**config.mk**
```make
export PLATFORM = sky130hd
export DESIGN_NAME = lpct_sched_regs
export DESIGN_NICKNAME = d
export VERILOG_FILES = /design/src/lpct_pkg.sv /design/src/lpct_cal_timer.sv /design/src/lpct_trim_bank.sv /design/src/lpct_sched_regs.sv
export VERILOG_INCLUDE_DIRS = /design/src
export SDC_FILE = /design/constraint.sdc
export NUM_CORES = 1
export LEC_CHECK = 0
export BUFFER_PORTS_ARGS = -buffer_cell sky130_fd_sc_hd__clkbuf_2
export CORE_MARGIN = 2
export CORE_UTILIZATION = 30
export CTS_BUF_LIST = sky130_fd_sc_hd__clkbuf_8
export DETAILED_ROUTE_END_ITERATION = 10
export PLACE_DENSITY = 0.48
export SLEW_MARGIN = 20
export SYNTH_ARGS = -nofsm -noshare
export SYNTH_HDL_FRONTEND = slang
export SYNTH_SLANG_ARGS = --single-unit
export TNS_END_PERCENT = 5
```
**constraint.sdc**
```tcl
create_clock -name clk -period 6.1 [get_ports clk]
set_input_delay 0.915 -clock clk [delete_from_list [all_inputs] [get_ports clk]]
set_output_delay 0.915 -clock clk [all_outputs]
set_load 0.01 [all_outputs]
```
**src/lpct_defs.svh**
```systemverilog
// offsets, field positions, reset values and interval counts of the block
`ifndef LPCT_DEFS_SVH
`define LPCT_DEFS_SVH

`define LPCT_OFF_TRIG_SRC 8'h6B
`define LPCT_OFF_SOFT_TRIG 8'h6C
`define LPCT_OFF_SCHEDULE 8'h6E
`define LPCT_OFF_STATUS 8'h6F
`define LPCT_OFF_GAIN 8'h7A
`define LPCT_OFF_REFERENCE 8'h7C
`define LPCT_OFF_TERM_FIRST 8'h7E
`define LPCT_OFF_TERM_SECOND 8'h7F
`define LPCT_OFF_TERM_THIRD 8'h80

`define LPCT_IDLE_MSB 7
`define LPCT_IDLE_LSB 5
`define LPCT_SETTLE_MSB 4
`define LPCT_SETTLE_LSB 3
`define LPCT_TRIG_PACED_BIT 1
`define LPCT_ENABLE_BIT 0
`define LPCT_SRC_SEL_BIT 0
`define LPCT_SOFT_TRIG_BIT 0

`define LPCT_IDLE_RST 3'h4
`define LPCT_SETTLE_RST 2'h1
`define LPCT_TRIG_PACED_RST 1'h0
`define LPCT_ENABLE_RST 1'h0
`define LPCT_SRC_SEL_RST 1'h0
`define LPCT_SOFT_TRIG_RST 1'h1
`define LPCT_TRIM_RST 8'h00
`define LPCT_REFERENCE_MASK 8'h0F

// interval lengths in converter clock periods
`define LPCT_SLEEP_T0 41'h000_0000_0480
`define LPCT_SLEEP_T1 41'h000_0040_0080
`define LPCT_SLEEP_T2 41'h000_0200_0080
`define LPCT_SLEEP_T3 41'h000_1000_0080
`define LPCT_SLEEP_T4 41'h000_8000_0080
`define LPCT_SLEEP_T5 41'h004_0000_0080
`define LPCT_SLEEP_T6 41'h020_0000_0080
`define LPCT_SLEEP_T7 41'h100_0000_0080
`define LPCT_SETTLE_T0 41'h000_0000_0480
`define LPCT_SETTLE_T1 41'h000_0200_0080
`define LPCT_SETTLE_T2 41'h000_1000_0080
`define LPCT_SETTLE_T3 41'h000_8000_0080

// clk is the converter clock: one cycle per converter clock period
`define LPCT_CYC_PER_CONV 41'h000_0000_0001
`define LPCT_CNT(t) ((t) * `LPCT_CYC_PER_CONV)

`endif

```
**src/lpct_pkg.sv**
```systemverilog
// types of the low-power calibration scheduler and trim bank
package lpct_pkg;

  localparam int LPCT_CNT_W = 41;

  typedef logic [LPCT_CNT_W-1:0] lpct_count_t;
  typedef logic [7:0] lpct_byte_t;

  typedef enum logic [2:0] {
    LPCT_ST_OFF = 3'b000,
    LPCT_ST_SLEEP = 3'b001,
    LPCT_ST_SETTLE = 3'b010,
    LPCT_ST_CAL = 3'b011,
    LPCT_ST_RETURN = 3'b100
  } lpct_state_t;

endpackage : lpct_pkg

```
**src/lpct_cal_timer.sv**
```systemverilog
// down counter that times the sleep and settling intervals
module lpct_cal_timer #(
  parameter int W = 41
) (
  // clock and reset
  input wire logic clk,
  input wire logic rstn,
  input wire logic ce,
  // control
  input wire logic load,
  input wire logic [W-1:0] loadValue,
  // status
  output logic done
);

  logic [W-1:0] cnt_r;
  logic busy_r;
  logic cntZero;

  assign cntZero = (cnt_r == '0);
  // done is high in the last of the loadValue cycles after a load edge,
  // so a state that leaves on done lasts exactly loadValue cycles
  assign done = ~busy_r | cntZero;

  always_ff @(posedge clk or negedge rstn) begin
    if (!rstn) begin
      cnt_r <= '0;
      busy_r <= 1'b0;
    end else if (ce) begin
      if (load) begin
        cnt_r <= loadValue - W'(1);
        busy_r <= 1'b1;
      end else if (busy_r && cntZero) begin
        busy_r <= 1'b0;
      end else if (busy_r) begin
        cnt_r <= cnt_r - W'(1);
      end
    end
  end

endmodule : lpct_cal_timer

```
**src/lpct_trim_bank.sv**
```systemverilog
// factory-preloaded trim registers, one entry per trim
module lpct_trim_bank #(
  parameter int ENTRIES = 5,
  parameter int W = 8,
  parameter int IW = 3,
  parameter logic [ENTRIES*W-1:0] MASKS = '1
) (
  // clock and reset
  input wire logic clk,
  input wire logic rstn,
  input wire logic ce,
  // factory fuse preload
  input wire logic fuseLoad,
  input wire logic [ENTRIES*W-1:0] fuseValues,
  // software write
  input wire logic wrEn,
  input wire logic [IW-1:0] wrIndex,
  input wire logic [W-1:0] wrData,
  // trim values
  output logic [ENTRIES*W-1:0] trims
);

  genvar i;
  generate
    for (i = 0; i < ENTRIES; i++) begin : g_entry
      logic [W-1:0] trim_r;
      logic [W-1:0] mask;
      logic hit;
      assign mask = MASKS[i*W +: W];
      assign hit = wrEn && (wrIndex == IW'(i));
      assign trims[i*W +: W] = trim_r;
      // reserved bits are held at zero by the mask
      always_ff @(posedge clk or negedge rstn) begin
        if (!rstn) begin
          trim_r <= '0;
        end else if (ce) begin
          if (fuseLoad) begin
            trim_r <= fuseValues[i*W +: W] & mask;
          end else if (hit) begin
            trim_r <= wrData & mask;
          end
        end
      end
    end
  endgenerate

endmodule : lpct_trim_bank

```
**src/lpct_sched_regs.sv**
```systemverilog
// low-power calibration scheduler with its registers and the trim bank
//
// Functional notes
// - autonomous sleep length from 3-bit idle code; codes 0-3 are 1152 to 268435584.
// - idle code resets to 4; codes 4-7 give the four longest sleep lengths.
// - settle after waking for the 2-bit settle code length; resets to code 1.
// - trigger pacing off: sleep length comes only from the idle code.
// - trigger pacing on: sleep while trigger high, wake when it goes low.
// - enable bit 0 resets to 0 and acts only with background calibration on.
// - one 8-bit gain trim drives all cores.
// - 4-bit reference trim in the low nibble, fuse loaded, software adjustable.
// - one 8-bit termination trim per input, fuse loaded, read and write.
// - trigger is the software bit when source select is 0, else the pin.
`include "lpct_defs.svh"

module lpct_sched_regs #(
  parameter int NUM_CORES = 4,
  parameter int CORE_W = 2,
  parameter lpct_pkg::lpct_count_t SLEEP_CNT0 = `LPCT_CNT(`LPCT_SLEEP_T0),
  parameter lpct_pkg::lpct_count_t SLEEP_CNT1 = `LPCT_CNT(`LPCT_SLEEP_T1),
  parameter lpct_pkg::lpct_count_t SLEEP_CNT2 = `LPCT_CNT(`LPCT_SLEEP_T2),
  parameter lpct_pkg::lpct_count_t SLEEP_CNT3 = `LPCT_CNT(`LPCT_SLEEP_T3),
  parameter lpct_pkg::lpct_count_t SLEEP_CNT4 = `LPCT_CNT(`LPCT_SLEEP_T4),
  parameter lpct_pkg::lpct_count_t SLEEP_CNT5 = `LPCT_CNT(`LPCT_SLEEP_T5),
  parameter lpct_pkg::lpct_count_t SLEEP_CNT6 = `LPCT_CNT(`LPCT_SLEEP_T6),
  parameter lpct_pkg::lpct_count_t SLEEP_CNT7 = `LPCT_CNT(`LPCT_SLEEP_T7),
  parameter lpct_pkg::lpct_count_t SETTLE_CNT0 = `LPCT_CNT(`LPCT_SETTLE_T0),
  parameter lpct_pkg::lpct_count_t SETTLE_CNT1 = `LPCT_CNT(`LPCT_SETTLE_T1),
  parameter lpct_pkg::lpct_count_t SETTLE_CNT2 = `LPCT_CNT(`LPCT_SETTLE_T2),
  parameter lpct_pkg::lpct_count_t SETTLE_CNT3 = `LPCT_CNT(`LPCT_SETTLE_T3)
) (
  // clock, reset and clock enable
  input wire logic clk,
  input wire logic rstn,
  input wire logic ce,
  // register port
  input wire logic [7:0] regAddr,
  input wire lpct_pkg::lpct_byte_t regWrData,
  input wire logic regWrStrobe,
  input wire logic regRdStrobe,
  output lpct_pkg::lpct_byte_t regRdData,
  // calibration context
  input wire logic backgroundCalEnable,
  input wire logic calTriggerPin,
  input wire logic calDone,
  // factory fuses
  input wire lpct_pkg::lpct_byte_t fuseGain,
  input wire lpct_pkg::lpct_byte_t fuseReference,
  input wire lpct_pkg::lpct_byte_t fuseTermFirst,
  input wire lpct_pkg::lpct_byte_t fuseTermSecond,
  input wire lpct_pkg::lpct_byte_t fuseTermThird,
  // core scheduling
  output logic coreSleep,
  output logic coreSettling,
  output logic calRequest,
  output logic [CORE_W-1:0] offlineCore,
  // trims
  output lpct_pkg::lpct_byte_t gainTrim,
  output logic [3:0] referenceTrim,
  output lpct_pkg::lpct_byte_t termTrimFirst,
  output lpct_pkg::lpct_byte_t termTrimSecond,
  output lpct_pkg::lpct_byte_t termTrimThird
);
  import lpct_pkg::*;

  localparam int TRIMS = 5;
  localparam int TIW = 3;
  localparam logic [TRIMS*8-1:0] TRIM_MASKS = {
    8'hFF, 8'hFF, 8'hFF, `LPCT_REFERENCE_MASK, 8'hFF
  };

  // schedule register fields
  logic [2:0] idleSel_r;
  logic [1:0] settleSel_r;
  logic trigPaced_r;
  logic lpEnable_r;
  // trigger source fields
  logic srcSel_r;
  logic softTrig_r;
  // read data
  lpct_byte_t rdData_r;
  lpct_byte_t rdData_nxt;
  // pin synchroniser
  logic trigSync1_r;
  logic trigSync2_r;
  // fuse preload
  logic fuseLoaded_r;
  logic fuseLoad;
  // scheduler
  lpct_state_t state_r;
  lpct_state_t state_nxt;
  logic [CORE_W-1:0] core_r;
  logic [CORE_W-1:0] core_nxt;
  logic timerLoad;
  lpct_count_t timerValue;
  logic timerDone;

  // address decode
  logic selTrigSrc;
  logic selSoftTrig;
  logic selSchedule;
  logic selStatus;
  logic selGain;
  logic selReference;
  logic selTermFirst;
  logic selTermSecond;
  logic selTermThird;
  logic selTrim;
  logic [TIW-1:0] trimIndex;
  logic trimWrite;

  assign selTrigSrc = (regAddr == `LPCT_OFF_TRIG_SRC);
  assign selSoftTrig = (regAddr == `LPCT_OFF_SOFT_TRIG);
  assign selSchedule = (regAddr == `LPCT_OFF_SCHEDULE);
  assign selStatus = (regAddr == `LPCT_OFF_STATUS);
  assign selGain = (regAddr == `LPCT_OFF_GAIN);
  assign selReference = (regAddr == `LPCT_OFF_REFERENCE);
  assign selTermFirst = (regAddr == `LPCT_OFF_TERM_FIRST);
  assign selTermSecond = (regAddr == `LPCT_OFF_TERM_SECOND);
  assign selTermThird = (regAddr == `LPCT_OFF_TERM_THIRD);
  assign selTrim = selGain | selReference | selTermFirst | selTermSecond |
                   selTermThird;
  assign trimIndex = selReference ? 3'h1 :
                     selTermFirst ? 3'h2 :
                     selTermSecond ? 3'h3 :
                     selTermThird ? 3'h4 : 3'h0;
  assign trimWrite = regWrStrobe & selTrim;

  // schedule and trigger source registers
  always_ff @(posedge clk or negedge rstn) begin
    if (!rstn) begin
      idleSel_r <= `LPCT_IDLE_RST;
      settleSel_r <= `LPCT_SETTLE_RST;
      trigPaced_r <= `LPCT_TRIG_PACED_RST;
      lpEnable_r <= `LPCT_ENABLE_RST;
    end else if (ce && regWrStrobe && selSchedule) begin
      idleSel_r <= regWrData[`LPCT_IDLE_MSB:`LPCT_IDLE_LSB];
      settleSel_r <= regWrData[`LPCT_SETTLE_MSB:`LPCT_SETTLE_LSB];
      trigPaced_r <= regWrData[`LPCT_TRIG_PACED_BIT];
      lpEnable_r <= regWrData[`LPCT_ENABLE_BIT];
    end
  end

  always_ff @(posedge clk or negedge rstn) begin
    if (!rstn) begin
      srcSel_r <= `LPCT_SRC_SEL_RST;
      softTrig_r <= `LPCT_SOFT_TRIG_RST;
    end else if (ce && regWrStrobe) begin
      if (selTrigSrc) begin
        srcSel_r <= regWrData[`LPCT_SRC_SEL_BIT];
      end
      if (selSoftTrig) begin
        softTrig_r <= regWrData[`LPCT_SOFT_TRIG_BIT];
      end
    end
  end

  // trigger pin crosses in through two flip-flops
  always_ff @(posedge clk or negedge rstn) begin
    if (!rstn) begin
      trigSync1_r <= 1'b0;
      trigSync2_r <= 1'b0;
    end else if (ce) begin
      trigSync1_r <= calTriggerPin;
      trigSync2_r <= trigSync1_r;
    end
  end

  logic calTrigger;
  assign calTrigger = srcSel_r ? trigSync2_r : softTrig_r;

  // fuses are caught on the first enabled edge after reset release
  assign fuseLoad = ~fuseLoaded_r;

  always_ff @(posedge clk or negedge rstn) begin
    if (!rstn) begin
      fuseLoaded_r <= 1'b0;
    end else if (ce) begin
      fuseLoaded_r <= 1'b1;
    end
  end

  logic [TRIMS*8-1:0] trimVec;

  lpct_trim_bank #(
    .ENTRIES(TRIMS),
    .W(8),
    .IW(TIW),
    .MASKS(TRIM_MASKS)
  ) u_trims (
    .clk(clk),
    .rstn(rstn),
    .ce(ce),
    .fuseLoad(fuseLoad),
    .fuseValues({fuseTermThird, fuseTermSecond, fuseTermFirst,
                 fuseReference, fuseGain}),
    .wrEn(trimWrite),
    .wrIndex(trimIndex),
    .wrData(regWrData),
    .trims(trimVec)
  );

  // one gain trim fans out to every core
  assign gainTrim = trimVec[7:0];
  assign referenceTrim = trimVec[11:8];
  assign termTrimFirst = trimVec[23:16];
  assign termTrimSecond = trimVec[31:24];
  assign termTrimThird = trimVec[39:32];

  // read path, data valid only in the cycle after the strobe
  lpct_byte_t schedValue;
  lpct_byte_t statusValue;
  lpct_byte_t trimValue;

  assign schedValue = {idleSel_r, settleSel_r, 1'b0, trigPaced_r, lpEnable_r};
  assign statusValue = {3'h0, (CORE_W)'(core_r) , state_r} & 8'hFF;
  assign trimValue = trimVec[trimIndex*8 +: 8];
  assign rdData_nxt = !regRdStrobe ? 8'h00 :
                      selSchedule ? schedValue :
                      selTrigSrc ? {7'h00, srcSel_r} :
                      selSoftTrig ? {7'h00, softTrig_r} :
                      selStatus ? statusValue :
                      selTrim ? trimValue : 8'h00;

  always_ff @(posedge clk or negedge rstn) begin
    if (!rstn) begin
      rdData_r <= 8'h00;
    end else if (ce) begin
      rdData_r <= rdData_nxt;
    end
  end

  assign regRdData = rdData_r;

  // interval tables
  lpct_count_t sleepTable [8];
  lpct_count_t settleTable [4];
  lpct_count_t sleepCount;
  lpct_count_t settleCount;

  assign sleepTable[0] = SLEEP_CNT0;
  assign sleepTable[1] = SLEEP_CNT1;
  assign sleepTable[2] = SLEEP_CNT2;
  assign sleepTable[3] = SLEEP_CNT3;
  assign sleepTable[4] = SLEEP_CNT4;
  assign sleepTable[5] = SLEEP_CNT5;
  assign sleepTable[6] = SLEEP_CNT6;
  assign sleepTable[7] = SLEEP_CNT7;
  assign settleTable[0] = SETTLE_CNT0;
  assign settleTable[1] = SETTLE_CNT1;
  assign settleTable[2] = SETTLE_CNT2;
  assign settleTable[3] = SETTLE_CNT3;
  assign sleepCount = sleepTable[idleSel_r];
  assign settleCount = settleTable[settleSel_r];

  // scheduler
  logic lpActive;
  logic wakeNow;
  logic lastCore;

  assign lpActive = lpEnable_r & backgroundCalEnable;
  // pacing picks the wake condition; the idle timer is ignored when paced
  assign wakeNow = trigPaced_r ? ~calTrigger : timerDone;
  assign lastCore = (core_r == CORE_W'(NUM_CORES - 1));

  always_comb begin
    state_nxt = state_r;
    core_nxt = core_r;
    timerLoad = 1'b0;
    timerValue = sleepCount;
    case (state_r)
      LPCT_ST_OFF: begin
        if (lpActive) begin
          state_nxt = LPCT_ST_SLEEP;
          timerLoad = 1'b1;
        end
      end
      LPCT_ST_SLEEP: begin
        if (!lpActive) begin
          state_nxt = LPCT_ST_OFF;
        end else if (wakeNow) begin
          state_nxt = LPCT_ST_SETTLE;
          timerLoad = 1'b1;
          timerValue = settleCount;
        end
      end
      LPCT_ST_SETTLE: begin
        if (!lpActive) begin
          state_nxt = LPCT_ST_OFF;
        end else if (timerDone) begin
          state_nxt = LPCT_ST_CAL;
        end
      end
      LPCT_ST_CAL: begin
        if (!lpActive) begin
          state_nxt = LPCT_ST_OFF;
        end else if (calDone) begin
          state_nxt = LPCT_ST_RETURN;
        end
      end
      LPCT_ST_RETURN: begin
        // core goes back to service and the next one is taken offline
        core_nxt = lastCore ? '0 : core_r + CORE_W'(1);
        if (!lpActive) begin
          state_nxt = LPCT_ST_OFF;
        end else begin
          state_nxt = LPCT_ST_SLEEP;
          timerLoad = 1'b1;
        end
      end
      default: begin
        state_nxt = LPCT_ST_OFF;
      end
    endcase
  end

  always_ff @(posedge clk or negedge rstn) begin
    if (!rstn) begin
      state_r <= LPCT_ST_OFF;
      core_r <= '0;
    end else if (ce) begin
      state_r <= state_nxt;
      core_r <= core_nxt;
    end
  end

  lpct_cal_timer #(
    .W(LPCT_CNT_W)
  ) u_timer (
    .clk(clk),
    .rstn(rstn),
    .ce(ce),
    .load(timerLoad),
    .loadValue(timerValue),
    .done(timerDone)
  );

  assign coreSleep = (state_r == LPCT_ST_SLEEP);
  assign coreSettling = (state_r == LPCT_ST_SETTLE);
  assign calRequest = (state_r == LPCT_ST_CAL);
  assign offlineCore = core_r;

endmodule : lpct_sched_regs

```
==> Word-level counts from Yosys, hierarchy flattened <==
Memories as Yosys holds them, arrays and structs flattened.
Cells that the tools add are included.
{ "totals": {"memories": 1, "out_inout_bits": 49, "rom_bits": 328, "ramBits": 0, "elab_cells": 139, "ff_bits": 107, "latchBits": 0} }
{ "op_classes": {"addsub": 3, "bitwise": 11, "div": 0, "eq_ne": 28, "n_shift": 1, "magnitude_cmp": 2, "mux": 49, "multipliers": 0, "reduce_logical": 25} }
{ "memory_table": {"columns": ["memory", "words", "word_bits", "rd", "rd_clocked_by_memory_dff", "wr", "line_no", "text"], "rows": [
  ["(no name shown)", 8, 41, 1, 0, 0, "lpct_sched_regs.sv:253", "assign sleepCount = sleepTable[idleSel_r];"]
]} }
{ "op_table": {"columns": ["op", "count"], "rows": [
  ["$mux W41", 10],
  ["$mux W8", 16],
  ["$bmux W41 S2", 1],
  ["$sub A41 B1 Y41 const B", 2],
  ["$eq A8 B7 Y1 const B", 8],
  ["$logic_not A41 Y1", 1],
  ["$shiftx A40 B7 Y8", 1],
  ["$mux W3", 11],
  ["$reduce_and A2 Y1", 9],
  ["$pmux W3 S5", 1],
  ["$eq A3 B2 Y1 const B", 4],
  ["$ne A2 B1 Y1 const B", 5],
  ["$eq A8 B8 Y1 const B", 1],
  ["$logic_and A1 B1 Y1", 8],
  ["$mux W1", 8],
  ["$eq A3 B1 Y1 const B", 2],
  ["$eq A3 B3 Y1 const B", 2],
  ["$logic_not A3 Y1", 2],
  ["$ne A3 B3 Y1 const B", 2],
  ["$or A1 B1 Y1", 5],
  ["$reduce_and A5 Y1", 1],
  ["$ge A4 B4 Y1 const B", 1],
  ["$ne A2 B2 Y1 const B", 2],
  ["$not A3 Y4", 1],
  ["12 further kinds", 15]
]} }

==> Logic depth before layout (Yosys ltp) <==
{ "depth": {"word_depth": 12, "depth_mapped": 16, "ltp_nobuf": 11} }

==> Hierarchy <==
A second synthesis with hierarchy kept.
{ "unflattened": {"hier_cells": 921, "area_unflattened_um2": 7862.5} }
{ "by_module_without_submodules": {"columns": ["module", "area_each_um2", "seq_area_each_um2", "cells_each", "n_inst"], "rows": [
  ["lpct_cal_timer", 4035.1, 1051.0, 494, 1],
  ["lpct_trim_bank", 1965.6, 900.9, 203, 1],
  ["lpct_sched_regs", 1861.8, 629.4, 224, 1]
]} }

==> Worst setup path after synthesis <==
OpenSTA, ideal clock, no wires.
{ "synth_timing": {"path_type": "flip-flop to flip-flop", "startpoint": "register u_timer.cnt_r[15]", "endpoint": "register u_timer.cnt_r[24]", "path_stages_with_launch": 17, "n_path_buf": 5, "required_time_ps": 5965, "setup_ps": 135, "path_slack_ps": 1689, "arrival_ps": 4275, "cell_sequence": "dfrtp_1 -> or4_4 -> or4_1 -> buf_2 -> o41ai_4 -> o31ai_2 -> buf_2 -> clkbuf_1 -> nand2_1 -> ha_1 -> clkbuf_1 -> and3_1 -> o2111ai_4 -> or2_1 -> buf_2 -> a311oi_1 -> o32ai_1"} }
{ "synth_via": {"elab_chain_len": 8} }
{ "synth_rtl": {"columns": ["item", "line_no", "text"], "rows": [
  ["start: declaration", "lpct_cal_timer.sv:16", "logic [W-1:0] cnt_r;"],
  ["start signal: assignment", "lpct_cal_timer.sv:31", "cnt_r <= loadValue - W'(1);"],
  ["start signal: assignment", "lpct_cal_timer.sv:36", "cnt_r <= cnt_r - W'(1);"],
  ["$logic_not A41 Y1", "lpct_cal_timer.sv:20", "assign cntZero = (cnt_r == '0);"],
  ["$or A1 B1 Y1", "lpct_cal_timer.sv:23", "assign done = ~busy_r | cntZero;"],
  ["$mux W1", "lpct_sched_regs.sv:263", "assign wakeNow = trigPaced_r ? ~calTrigger : timerDone;"],
  ["$mux W41 / $mux W1 (equally long branches)", "lpct_sched_regs.sv:281", "end else if (wakeNow) begin"],
  ["$mux W41 / $mux W1 (equally long branches)", "lpct_sched_regs.sv:279", "if (!lpActive) begin"],
  ["$mux W41 / $pmux W1 S2 (equally long branches)", "lpct_sched_regs.sv:271", "case (state_r)"],
  ["$sub A41 B1 Y41 (tied with other cells)", "lpct_cal_timer.sv:31", null],
  ["$mux W41 / $reduce_and A3 Y1 (equally long branches)", null, null]
]} }
Several ways; a longest one is shown, not always the timed one. The select of a mux whose other input is x is not followed.
A chain may end at the register's enable or synchronous reset.

==> Worst setup path after layout <==
{ "layout_timing": {"startpoint": "register u_timer.cnt_r[5]", "endpoint": "register u_timer.cnt_r[24]"} }
The elaborated chain is that of the path after synthesis.

==> summary.txt <==
Clock network
  – Clock Tree Root: clkbuf_8
  – # Post-CTS Setup Buffers: 0
  – CTS clk-pin slew, worst paths: 0.11 ns
  – Number of buffers created by CTS: 9
  – Post-CTS Hold Buffers: 0
  – # clock sinks: 103
  – Skew-Pair Late Insertion Delay: 0.40 ns
  – H-tree Lvls: 3
  – Post-CTS Resized: 0
  – CTS tree: yes
  – Clock Tree Buf Depth: 2

GRT
  – Initial antenna violation count: 0
  – Vias in the first global route: 5524
  – Largest net degree at the start of global routing: 61
  – First-pass GRT wire length: 30.7 mm
  – Grt ovf: 0
  – Total global-route track usage: 17.7%

Power and ir drop
  – Internal cell power: 1.14 mW
  – Reg power frac: 47.4%
  – Clock network power share: 26.1%
  – PwrDens: 249 mW/mm^2
  – Switch share: 36.6%
  – Worst IR Drop VDD: 0.0000966 V
  – Sw power: 0.661 mW
  – Combinational share of power: 26.4%
  – LEAKAGE: 3.36 nW

Floorplanning
  – Total die area: 0.0220 mm^2
  – Rows: 52
  – Initial Util: 30.7%
  – I/O Pins: 113
  – Die Ht: 148 um
  – Die width: 148 um
  – Core area: 0.0204 mm^2

STA
  – Least-Margin Pin Slew: 0.943 ns
  – Final Slew Violations: 0
  – RSZ-0062 raised after global routing: no
  – Count of final hold-check violations: 0
  – Setup Skew: 0.0194 ns
  – Final period util: 80.4%
  – # setup viols final: 0
  – Minimum clock period: 4.90 ns
  – Fmax: 204 MHz
  – Post-route setup TNS: 0 ns
  – Slew margin rel.: 36.9%

Critical path
  – CP Cell Sequence: nor4_1, nand4_1, o41ai_4, o31ai_2, nand2_1, ha_1, and3_1, o2111ai_4, or2_1, a311oi_1, o32ai_1
  – Crit path kind: reg -> reg
  – Critical Path Start: u_timer.cnt_r[5]
  – Crit start category: flop
  – WP buf/inv: 0
  – Critical Path Stages: 11
  – WP data arrival: 5.17 ns
  – Worst setup EP type: flop
  – Reg2Reg Depth: 11
  – RR Startpoint: u_timer.cnt_r[5]
  – CP max-delay cell: o41ai_4
  – Req. time, crit path: 6.37 ns
  – Critical-path maximum fanout: 12
  – Top delay family on crit path: simple AND/OR/NAND/NOR gates
  – Reg2reg setup slack: 1.20 ns
  – Largest stage delay on the critical path: 0.86 ns

Routing
  – ANT nets after route: 0
  – DRC: 0
  – Vias per cell: 5.28
  – Drt total wl: 19.0 mm
  – First drt pass iteration count: 4
  – Initial drt markers: 348
  – Avg WL per Cell: 18.0 um
  – Vias: 5571

Layout
  – Final Instance Area: 0.00725 mm^2
  – Fraction of layout cells with a size suffix above 1: 22.4%
  – Inserted Diodes: 0
  – Fin nets: 846
  – Most common cell after layout, fill and taps aside: clkbuf_2
  – P&R area growth vs syn: 16.0%
  – Most frequent cells in the layout: 107 x clkbuf_2, 99 x dfrtp_1, 80 x nand2_1

Yosys
  – Main area contributors after synthesis: dfrtp_1 40%, mux2i_1 7.5%, nand2_1 4.8%, a21oi_1 4.3%, o21ai_0 4.3%
  – Synth area leader: dfrtp_1
  – Avg Cell Area, Syn: 8.99 um^2
  – Synth top area share: 40.1%
  – Distinct cell type count of the synthesized netlist: 79
  – Synth Cell Area: 0.00625 mm^2
  – Seq/Total Area, Yosys: 41.3%
  – Synth Flop Type: dfrtp_1
  – Total of warnings raised by yosys: 0
  – Post-synth EDFFs: 0
  – Synthesized instance count: 695
  – Number of synthesized register bits: 103
  – Asr flop ratio synth: 100%
  – Synthesized Nets: 761

Placement
  – Post-DP Area: 0.00704 mm^2
  – I/O Buffers: 108
  – Dpl hpwl: 13.5 mm
  – RD Place Congestion: 0.834

Hold path
  – Hold Crit Class: reg -> reg
  – Min-delay src: u_timer.cnt_r[13]
  – Hold path cells: 1

Job
  – Max Cap Viol: 0

Run status
  – Outcome: completed
through the flow:
step / power, mW / worst slack (ns) / cells / util (%) / hold WS (ns)
after floorplan: 1.17 / 1.69 / 695 / - / 0.437
after global placement: 1.35 / 1.25 / 1039 / 34.6 / 0.468
after detailed placement: 1.35 / 1.25 / 1039 / 34.6 / 0.466
after CTS: 1.82 / 1.22 / 1055 / 35.6 / 0.484
after global routing: 1.92 / 0.771 / 1055 / 35.6 / 0.499
final: 1.80 / 1.20 / 1055 / 35.6 / 0.480
worst paths after layout:
kind                                                 to
setup / recovery                      u_timer.cnt_r[24]
hold / removal                        u_timer.cnt_r[13]
setup reg to reg                      u_timer.cnt_r[24]
hold reg to reg                       u_timer.cnt_r[13]
max in group asynchronous                  fuseLoaded_r
min in group asynchronous  u_trims.g_entry[4].trim_r[2]
sequential cells by signal, indices dropped and copies added, names as in the netlist, 2 cells and up:
signal / flops
idleSel_r: 3
regRdData: 8
offlineCore: 2
settleSel_r: 2
u_trims.g_entry.trim_r: 36
state_r: 3
u_timer.cnt_r: 41
area by class of cell:
type | count | area [um^2]
fill | 2117 | 13100
tap | 270 | 338
clock inverter | 7 | 80.1
inverter | 14 | 52.6
sequential | 103 | 2580
clock buffer | 9 | 124
multi-input combinational | 536 | 3470
timing repair buffer | 116 | 603
Yosys cell counts, drive strengths merged, types with 6 or more instances:
library cell    n
inv            14
xnor2          12
a31oi          13
nor3           21
o21ai          58
nand3          14
o2bb2ai         6
nor4           15
o31ai           8
buf            11
nand2          80
mux2           16
nand4           9
clkbuf         31
dfrtp         100
xor2            8
o211ai          7
a21oi          57
mux2i          47
nor2           69
power groups by stage:
stage / sequential [mW] / clock [mW] / combinational [mW]
finish: 0.856 / 0.471 / 0.477
global route: 0.872 / 0.508 / 0.543
global placement: 0.870 / 0 / 0.478
CTS: 0.856 / 0.486 / 0.479
floorplan: 0.852 / 0 / 0.314
detailed placement: 0.869 / 0 / 0.477
routing by layer:
layer / track usage (%) / routed length [um] / part of all wire, % / up-vias
li1: - / - / - / 2735
met1: 24.9 / 9340 / 49 / 2688
met2: 27.8 / 8440 / 45 / 134
met3: 4.20 / 971 / 5.1 / 14
met4: 3.67 / 201 / 1.1 / 0
met5: 0 / 0 / 0 / -
kinds of logic after synthesis:
| group | synth area share (%) |
|---|---|
| AO/OA/AOI/OAI | 21.7 |
| multiplexers | 10.4 |
| flip-flops | 41.3 |
| adder cells (fa/ha/maj) | 0.561 |
| buffers and inverters | 3.45 |
| AND/OR/NAND/NOR | 19.8 |
| XOR/XNOR | 2.80 |
Note: power is estimated with default switching activity, not from simulation.
